==> src/inc/hbs_pkg.sv <==
package hbs_pkg;

    // Bus and counting widths
    localparam int          HBS_DW              = 32;
    localparam int          HBS_AW              = 8;
    localparam int          HBS_MSW             = 16;

    // Register byte offsets
    localparam logic [7:0]  HBS_OFF_CTRL        = 8'h00;
    localparam logic [7:0]  HBS_OFF_ON_DLY      = 8'h04;
    localparam logic [7:0]  HBS_OFF_OFF_DLY     = 8'h08;
    localparam logic [7:0]  HBS_OFF_STATUS      = 8'h0c;

    // Control field positions
    localparam int          HBS_CTRL_VARIANT    = 0;

    // Status field positions
    localparam int          HBS_ST_RELEASE      = 0;
    localparam int          HBS_ST_DRIVE        = 1;
    localparam int          HBS_ST_ENABLE       = 2;
    localparam int          HBS_ST_STATE_LSB    = 4;

    // Reset values
    localparam logic [15:0] HBS_ON_DLY_RST      = 16'h0064;
    localparam logic [15:0] HBS_OFF_DLY_RST     = 16'h0064;
    localparam logic        HBS_VARIANT_RST     = 1'b0;

    // Timing: clock rate and one millisecond
    localparam int          HBS_CLK_HZ          = 10_000_000;
    localparam int          HBS_MS_PER_S        = 1000;
    localparam int          HBS_CYC_PER_MS      = HBS_CLK_HZ / HBS_MS_PER_S;

    // Sequencer states
    typedef enum logic [1:0] {
        HBS_IDLE    = 2'b00,
        HBS_ON_WAIT = 2'b01,
        HBS_RUN     = 2'b10,
        HBS_OFF_WAIT= 2'b11
    } hbs_state_t;

    // Delay settings carried together
    typedef struct packed {
        logic        variant;
        logic [15:0] on_delay;
        logic [15:0] off_delay;
    } hbs_cfg_t;

endpackage : hbs_pkg

==> src/rtl/hbs_ms_tick.sv <==
`timescale 1ns/1ps
`default_nettype none
module hbs_ms_tick
    import hbs_pkg::*;
(
    // Clock and reset
    input  wire logic pclk,
    input  wire logic presetn,
    // Restart and tick
    input  wire logic restart,
    output logic      tick
);

    localparam logic [13:0] LAST = 14'(HBS_CYC_PER_MS - 1);

    logic [13:0] cnt;
    wire         at_end = (cnt == LAST);

    always_ff @(posedge pclk or negedge presetn) begin
        if (!presetn) begin
            cnt  <= 14'h0000;
            tick <= 1'b0;
        end else begin
            cnt  <= (restart || at_end) ? 14'h0000 : cnt + 14'h0001;
            tick <= at_end && !restart;
        end
    end

endmodule : hbs_ms_tick
`default_nettype wire

==> src/rtl/hbs_sequencer.sv <==
// The APB register port and the address map were chosen for this implementation.
`timescale 1ns/1ps
`default_nettype none
// How it works
// - Release low means brake engaged, locked
// - Release high means brake freed
// - Separate on and off delay settings
// - Disable without variant: release drops after off delay
// - Variant: drive removed after off delay
// - Without variant, brake engages only after servo off
// - Delays in ms, default 100
module hbs_sequencer
    import hbs_pkg::*;
(
    // Clock and reset
    input  wire logic              pclk,
    input  wire logic              presetn,
    // APB slave
    input  wire logic              psel,
    input  wire logic              penable,
    input  wire logic              pwrite,
    input  wire logic [HBS_AW-1:0] paddr,
    input  wire logic [HBS_DW-1:0] pwdata,
    output logic      [HBS_DW-1:0] prdata,
    output logic                   pready,
    output logic                   pslverr,
    // Servo enable pin
    input  wire logic              servo_enable_in,
    // Brake and drive outputs
    output logic                   brake_release_out,
    output logic                   motor_drive_out
);

    ////////////////////////////////////////////////////////////////////
    // Pin synchroniser
    logic [2:0] en_sync;
    logic       en_q;

    always_ff @(posedge pclk or negedge presetn) begin
        if (!presetn) begin
            en_sync <= 3'b000;
            en_q    <= 1'b0;
        end else begin
            en_sync <= {en_sync[1:0], servo_enable_in};
            if (en_sync[1] == en_sync[2]) begin
                en_q <= en_sync[2];
            end
        end
    end

    ////////////////////////////////////////////////////////////////////
    // APB registers
    hbs_cfg_t   cfg;
    hbs_state_t state;

    wire setup_ok = psel && !penable;
    wire access   = psel && penable;
    wire hit_ctrl = (paddr == HBS_OFF_CTRL);
    wire hit_on   = (paddr == HBS_OFF_ON_DLY);
    wire hit_off  = (paddr == HBS_OFF_OFF_DLY);
    wire hit_st   = (paddr == HBS_OFF_STATUS);
    wire hit_any  = hit_ctrl || hit_on || hit_off || hit_st;
    wire wr_en    = access && pwrite && hit_any;

    logic [HBS_DW-1:0] status_word;
    logic [HBS_DW-1:0] rd_mux;

    always_comb begin
        status_word = '0;
        status_word[HBS_ST_RELEASE] = brake_release_out;
        status_word[HBS_ST_DRIVE]   = motor_drive_out;
        status_word[HBS_ST_ENABLE]  = en_q;
        status_word[HBS_ST_STATE_LSB +: 2] = state;
    end

    assign rd_mux = hit_ctrl ? {31'h00000000, cfg.variant} :
                    hit_on   ? {16'h0000, cfg.on_delay} :
                    hit_off  ? {16'h0000, cfg.off_delay} :
                    hit_st   ? status_word : 32'h00000000;

    always_ff @(posedge pclk or negedge presetn) begin
        if (!presetn) begin
            cfg.variant   <= HBS_VARIANT_RST;
            cfg.on_delay  <= HBS_ON_DLY_RST;
            cfg.off_delay <= HBS_OFF_DLY_RST;
        end else if (wr_en) begin
            if (hit_ctrl) cfg.variant  <= pwdata[HBS_CTRL_VARIANT];
            if (hit_on)   cfg.on_delay <= pwdata[15:0];
            if (hit_off)  cfg.off_delay <= pwdata[15:0];
        end
    end

    always_ff @(posedge pclk or negedge presetn) begin
        if (!presetn) begin
            pready  <= 1'b0;
            pslverr <= 1'b0;
            prdata  <= 32'h00000000;
        end else begin
            pready  <= setup_ok;
            pslverr <= setup_ok && !(paddr inside {HBS_OFF_CTRL, HBS_OFF_ON_DLY,
                                                   HBS_OFF_OFF_DLY, HBS_OFF_STATUS});
            prdata  <= (setup_ok && !pwrite) ? rd_mux : 32'h00000000;
        end
    end

    ////////////////////////////////////////////////////////////////////
    // Millisecond timebase
    logic restart;
    logic tick;

    hbs_ms_tick u_tick (
        .pclk    (pclk),
        .presetn (presetn),
        .restart (restart),
        .tick    (tick)
    );

    ////////////////////////////////////////////////////////////////////
    // Sequencer
    hbs_state_t       next_state;
    logic [15:0]      ms_cnt;
    logic [15:0]      next_ms_cnt;
    logic             next_release;
    logic             next_drive;
    wire              on_done  = (ms_cnt >= cfg.on_delay);
    wire              off_done = (ms_cnt >= cfg.off_delay);

    always_comb begin
        next_state   = state;
        next_ms_cnt  = tick ? ms_cnt + 16'h0001 : ms_cnt;
        next_release = brake_release_out;
        next_drive   = motor_drive_out;
        restart      = 1'b0;
        case (state)
            HBS_IDLE: begin
                next_release = 1'b0;
                next_drive   = 1'b0;
                next_ms_cnt  = 16'h0000;
                restart      = 1'b1;
                if (en_q) begin
                    next_state = HBS_ON_WAIT;
                    next_drive = 1'b1;
                end
            end
            HBS_ON_WAIT: begin
                if (!en_q) begin
                    next_state = HBS_IDLE;
                    next_drive = 1'b0;
                end else if (on_done) begin
                    next_release = 1'b1;
                    next_state   = HBS_RUN;
                end
            end
            HBS_RUN: begin
                next_ms_cnt = 16'h0000;
                restart     = 1'b1;
                if (!en_q) begin
                    next_state = HBS_OFF_WAIT;
                    if (cfg.variant) next_release = 1'b0;
                    else             next_drive   = 1'b0;
                end
            end
            HBS_OFF_WAIT: begin
                if (off_done) begin
                    next_release = 1'b0;
                    next_drive   = 1'b0;
                    next_state   = HBS_IDLE;
                end
            end
            default: begin
                next_state   = HBS_IDLE;
                next_release = 1'b0;
                next_drive   = 1'b0;
            end
        endcase
    end

    always_ff @(posedge pclk or negedge presetn) begin
        if (!presetn) begin
            state             <= HBS_IDLE;
            ms_cnt            <= 16'h0000;
            brake_release_out <= 1'b0;
            motor_drive_out   <= 1'b0;
        end else begin
            state             <= next_state;
            ms_cnt            <= next_ms_cnt;
            brake_release_out <= next_release;
            motor_drive_out   <= next_drive;
        end
    end
endmodule : hbs_sequencer
`default_nettype wire

==> config.mk <==
export PLATFORM = sky130hd
export DESIGN_NAME = hbs_sequencer
export DESIGN_NICKNAME = d
export VERILOG_FILES = /design/src/inc/hbs_pkg.sv /design/src/rtl/hbs_ms_tick.sv /design/src/rtl/hbs_sequencer.sv
export SDC_FILE = /design/constraint.sdc
export NUM_CORES = 1
export LEC_CHECK = 0
export CAP_MARGIN = 10
export CORE_MARGIN = 1
export CORE_UTILIZATION = 55
export CTS_BUF_LIST = sky130_fd_sc_hd__clkbuf_4
export DETAILED_ROUTE_END_ITERATION = 8
export DONT_BUFFER_PORTS = 1
export PLACE_DENSITY = 0.73
export SLEW_MARGIN = 10
export SYNTH_ARGS = -nofsm -noshare
export SYNTH_HDL_FRONTEND = slang
export SYNTH_SLANG_ARGS = --single-unit
==> constraint.sdc <==
create_clock -name pclk -period 2.15 [get_ports pclk]
set_clock_uncertainty 0.15 [all_clocks]
set_input_delay 0.1075 -clock pclk [delete_from_list [all_inputs] [get_ports pclk]]
set_output_delay 0.1075 -clock pclk [all_outputs]
set_load 0.01 [all_outputs]
# Yosys cells after proc, flatten, opt, wreduce, memory -nomap -nowiden
# Cells that the tools add are included.
# W data, S select, Z words.
dict set report totals {
  regBits 90
  input_bits 46
  out_inout_bits 36
}
dict set report op_classes {
  n_eq_ne 17
  n_reduce_logical 26
  add_sub_neg 2
  muxes 26
  n_lt_le_gt_ge 2
}
# op count
set op_table {}
lappend op_table {{$mux W16} 6}
lappend op_table {{$ge A16 B16 Y1} 2}
lappend op_table {{$add A16 B1 Y16 const B} 1}
lappend op_table {{$eq A8 B4 Y1 const B} 2}
lappend op_table {{$ne A2 B2 Y1 const B} 8}
lappend op_table {{$add A14 B1 Y14 const B} 1}
lappend op_table {{$eq A14 B14 Y1 const B} 1}
lappend op_table {{$mux W14} 1}
lappend op_table {{$mux W1} 10}
lappend op_table {{$mux W2} 5}
lappend op_table {{$eq A8 B3 Y1 const B} 1}
lappend op_table {{$logic_not A8 Y1} 1}
lappend op_table {{$pmux W1 S4} 2}
lappend op_table {{$pmux W2 S4} 1}
lappend op_table {{$reduce_and A4 Y1} 2}
lappend op_table {{$logic_and A1 B1 Y1} 7}
lappend op_table {{$mux W6} 1}
lappend op_table {{$reduce_and A2 Y1} 3}
lappend op_table {{$reduce_and A5 Y1} 1}
lappend op_table {{$eq A2 B2 Y1 const B} 2}
lappend op_table {{$logic_not A1 Y1} 4}
lappend op_table {{$logic_or A1 B1 Y1} 4}
lappend op_table {{$reduce_bool A4 Y1} 1}
lappend op_table {{$ne A3 B3 Y1 const B} 1}
lappend op_table {{other kinds (5)} 5}

# Logic depth before layout (Yosys ltp)
dict set report depth {
  depth_word 6
  depth_mapped 8
  ltp_nobuf 8
}

# Hierarchy
# Synthesis repeated with hierarchy kept, for this count alone.
dict set report hier_totals {
  hier_cells 450
  area_unflattened_um2 4759.6
}
# mod n_inst seq_area_each_um2 cells_per_inst area_per_inst_um2
set modules_own_cells {}
lappend modules_own_cells {hbs_sequencer 1 1884.3 379 4038.9}
lappend modules_own_cells {hbs_ms_tick 1 375.4 71 720.7}

# Worst setup path before layout
# OpenSTA, ideal clock, no wires.
dict set report synth_timing {
  path_kind {register -> register}
  start {register cfg[18] (netlist bit)}
  end {register state[0]}
  setup_ns 0.081
  synth_period_minus_slack_ns 2.286
  setup_slack_ns -0.136
  path_stages_with_launch 9
  t_arrival_ns 2.055
  t_required_ns 1.919
  cell_sequence {dfstp_2 inv_1 ha_1 a211o_1 a31oi_1 o221ai_1 a211o_1 or3_1 o211ai_2}
}
dict set report synth_via {
  elab_chain_len 3
}
# item line
set synth_rtl {}
lappend synth_rtl {{from (decl)} hbs_sequencer.sv:53} ;# hbs_cfg_t cfg;
lappend synth_rtl {{$ge A16 B16 Y1} hbs_sequencer.sv:125} ;# wire on_done = (ms_cnt >= cfg.on_delay);
lappend synth_rtl {{$ne A3 B3 Y1 (no line)} n/a}
lappend synth_rtl {{$reduce_and A4 Y1 (no line)} n/a}
lappend synth_rtl {{to (signal assigned)} hbs_sequencer.sv:185} ;# state <= next_state;
lappend synth_rtl {{to (decl)} hbs_sequencer.sv:54} ;# hbs_state_t state;
# No other way between the ends.
# A chain may end at the register's enable or synchronous reset.

==> results summary <==
The global-route usage over all layers is 0.230. Derived from the worst setup path, the maximum achievable clock frequency is 0.445 GHz. The delay of the slowest cell on the worst path is 0.57 ns. The gate count of the mapped netlist is 449. The post-synthesis cell type with the largest combined area is sky130_fd_sc_hd__dfrtp_1. The CTS tree is built. The die is approximately 94 um wide. STA classifies the critical path startpoint as a register.

After synthesis the netlist holds a flip-flop and latch count of 90. The share of synthesized area in the top cell type comes to 0.452. The worst hold slack came out at -0.815 ns. Detailed placement ended at an HPWL of 6490 um. Entering global routing, the biggest net connects 91 pins.

The max-capacitance violation count came out at 0. The yosys synthesis warning count is 0. The cell with the largest stage delay on the worst path is sky130_fd_sc_hd__dfstp_2. Routability-driven placement finished with a final weighted congestion of 0.874.

The number of sinks driven by the clock tree is 90. The via count of the first global-routing pass is 3352. Of all nets on the critical path, the largest fanout is 2. The share of post-route cells with drive strength above 1 came out at 0.195. The area of the core region came out at 8220 um^2.

After the flow finishes, the layout carries non-filler instances totaling 612. The number of setup violations in the final report came out at 3. The largest voltage drop on the vdd net came out at 0.506 mV. The arrival time at the worst endpoint is 2.45 ns. After synthesis, the cell types taking the most area are sky130_fd_sc_hd__dfrtp_1, sky130_fd_sc_hd__ha_1, sky130_fd_sc_hd__mux2_2.

The worst pin sits at a relative slew slack of 0.569. The flow ran to the end, but the final reports show violations. The total DRC errors in the routed layout came out at 0. The die outline height is 93.9 um. The number of different library cells used by synthesis comes to 48.

For this design the static power due to leakage is 0.00250 uW. The count of antenna-violating nets left after detailed routing came out at 0. The final total power is 3430 uW. The count of flip-flops with a built-in enable after synthesis is 0. The starting DRC count in detailed routing is between 200 and 250. In this run the most used layer during global routing was met2. The area of all placed cells without fillers came out at 5440 um^2. In this run the power density over the cells is 631 nW/um^2. The slew of the pin with the lowest slew margin is 0.646 ns. The total number of nets in the final design came out at between 500 and 600. The count of placed standard cells including taps is 561. The path class of the tightest hold or removal check is in -> async. The post-route worst setup slack came out at -0.0959 ns.

The leading cell type in the layout, fill and taps excluded is sky130_fd_sc_hd__dfrtp_1. The detailed-route wire length is 9580 um. For met3 alone, demand over resource in global routing was 0.0421. The number of hold buffers added after cts came out at 31.

The maximum level of the CTS H-tree is 3. The detail-routed net length per standard cell is between 15 and 20 um. The cell at the root of the clock tree is sky130_fd_sc_hd__clkbuf_4. The number of standard-cell rows in the floorplan came out at 33.

The met2 usage in global routing is 0.381. The number of input and output port buffers inserted came out at 0. The first global-routing pass estimated 15700 um of wire. The placed instance area is just under 5000 um^2.

The critical path goes through inv_2, ha_4, nand2_4, or3_4, o221ai_2, a211o_1, buf_6, nand2_2, o211ai_1. The longest clock path from root to sink contains 2 buffers. The diode insertion count for antenna repair is 0. The count of pins on the block boundary is ~80. The critical path contains buffers and inverters numbering 2 combined. The first detailed-routing pass ran for 5 iterations. The data required time of the worst path came out at 2.36 ns. The total count of hold-check failures in the final report is 90.

The ratio of final minimum period to clock period is 1.04. The average instance area after synthesis is 10.4 um^2. The mapped netlist covers 4650 um^2. The number of antenna violations at the first check in global routing is 0. The met1 layer usage reported by global route came out at 0.300. The initial core utilization is 0.566.

The clock input transition at the sequential cells of the worst setup and hold paths came out at 0.15 ns. The top cell types in the final layout, fill and taps aside, are sky130_fd_sc_hd__dfrtp_1, sky130_fd_sc_hd__nor2_1, sky130_fd_sc_hd__inv_1, sky130_fd_sc_hd__mux2_2, sky130_fd_sc_hd__dlygate4sd3_1. The final reports fail on hold timing, setup timing. Among cell families on the critical path, the largest total delay comes from flip-flops. Once layout is complete, the utilization of the core stands at 0.662.

Detailed routing inserted a total of 3378 vias. The post-detailed-route via-to-cell ratio is 5.52. The number of buffers created by CTS is 9. STA classifies the critical path endpoint as a register. The floorplan die area is 8830 um^2. Of all flip-flops after synthesis, the portion carrying an async set or reset was 1.00. The source-to-sink clock delay at the later pin of the worst-skew pair came out at 0.44 ns. Setup repair after global routing could not meet its margin everywhere.

The share of the yosys chip area belonging to registers came out at 0.486. Among all flip-flop cells after synthesis, the most frequent one is sky130_fd_sc_hd__dfrtp_1. The number of max-slew violations in the final report came out at 0.

The layout overhead on the synthesized area is 16.9%. The setup path with the least slack is of type reg -> reg. The final critical path time including I/O delays and setup came out at 2.25 ns. The total grt overflow came out at 0.
state kept, by name, summed over array words and instances, names as in the netlist, named ones only:
name / cells
u_tick.cnt: 14
prdata: 16
state: 1
brake_release_out: 1
u_tick.tick: 1
motor_drive_out: 1
pready: 1
en_q: 1
ms_cnt: 16
cfg: 33
en_sync: 3
pslverr: 1
area by class of cell:
type | count | area, um^2
Fill cell | 629 | 2780
Sequential cell | 90 | 2260
Multi-Input combinational cell | 306 | 2240
Timing Repair Buffer | 57 | 509
Inverter | 38 | 143
Tap cell | 105 | 131
Clock inverter | 6 | 81.3
Clock buffer | 10 | 75.1
through the flow:
step / TNS, ns / hold slack (ns) / setup slack [ns]
2_1_floorplan: -0.107 / -0.338 / -0.101
3_3_place_gp: -0.342 / -0.336 / -0.146
3_5_place_dp: -0.728 / -0.336 / -0.211
4_1_cts: -0.471 / -0.836 / -0.175
5_1_grt: -0.525 / -0.848 / -0.179
6_report: -0.268 / -0.815 / -0.0959
repair_timing:
action | 4_1_cts | 5_1_grt
gates resized for setup | 5 | 16
endpoints found under the setup margin | 4 | 4
setup buffers | 2 | 2
pin swaps | 13 | 9
hold endpoints to repair | 142 | 90
cell usage after synthesis, types with 5 or more instances:
cell type and n:
sky130_fd_sc_hd__inv_1 37, sky130_fd_sc_hd__dfstp_2 6, sky130_fd_sc_hd__ha_1 34, sky130_fd_sc_hd__nand3_1 13
sky130_fd_sc_hd__buf_2 5, sky130_fd_sc_hd__xnor2_1 8, sky130_fd_sc_hd__xor2_1 18, sky130_fd_sc_hd__a21oi_1 13
sky130_fd_sc_hd__buf_4 16, sky130_fd_sc_hd__and3_1 5, sky130_fd_sc_hd__nor2_1 62, sky130_fd_sc_hd__nand2_1 29
sky130_fd_sc_hd__o21ai_0 9, sky130_fd_sc_hd__dfrtp_1 84, sky130_fd_sc_hd__mux2_2 33, sky130_fd_sc_hd__clkbuf_1 9
sky130_fd_sc_hd__nor2b_1 6, sky130_fd_sc_hd__nand4_1 8, sky130_fd_sc_hd__a22oi_1 15
routing by layer:
layer / up-vias / part of all wire / wire length, um
met4: 0 / 0.019 / 178
met2: 93 / 0.50 / 4830
met5: - / 0 / 0
met3: 19 / 0.044 / 424
li1: 1611 / - / -
met1: 1655 / 0.43 / 4140
final timing paths:
check,from,to,slack [ns],depth (start not counted)
worst max-delay path,cfg[22],register,-0.1,9
worst min-delay path,presetn,cfg[3],-0.81,0
worst max register to register,cfg[22],register,-0.1,9
worst min register to register,en_sync[0],en_sync[1],0.22,0
max in group asynchronous,presetn,cfg[18],2.44,0
min in group pclk,paddr[2],cfg[3],0.07,3
logic make-up after synthesis:
logic type | count (synthesis) | share of synthesized area
adder cells (fa/ha/maj) | 35 | 0.0936
other | 1 | 0.000807
buffers and inverters | 68 | 0.0692
multiplexers | 35 | 0.0869
AO/OA/AOI/OAI | 56 | 0.0797
flip-flops | 90 | 0.486
XOR/XNOR | 26 | 0.0490
AND/OR/NAND/NOR | 138 | 0.135
where the power goes:
part	switching (uW)	internal (uW)	leakage [uW]
combinational	299	240	0.00119
sequential	96.9	1760	0.00122
clock	552	478	0.0000854
(Power assumes the default switching activity.)
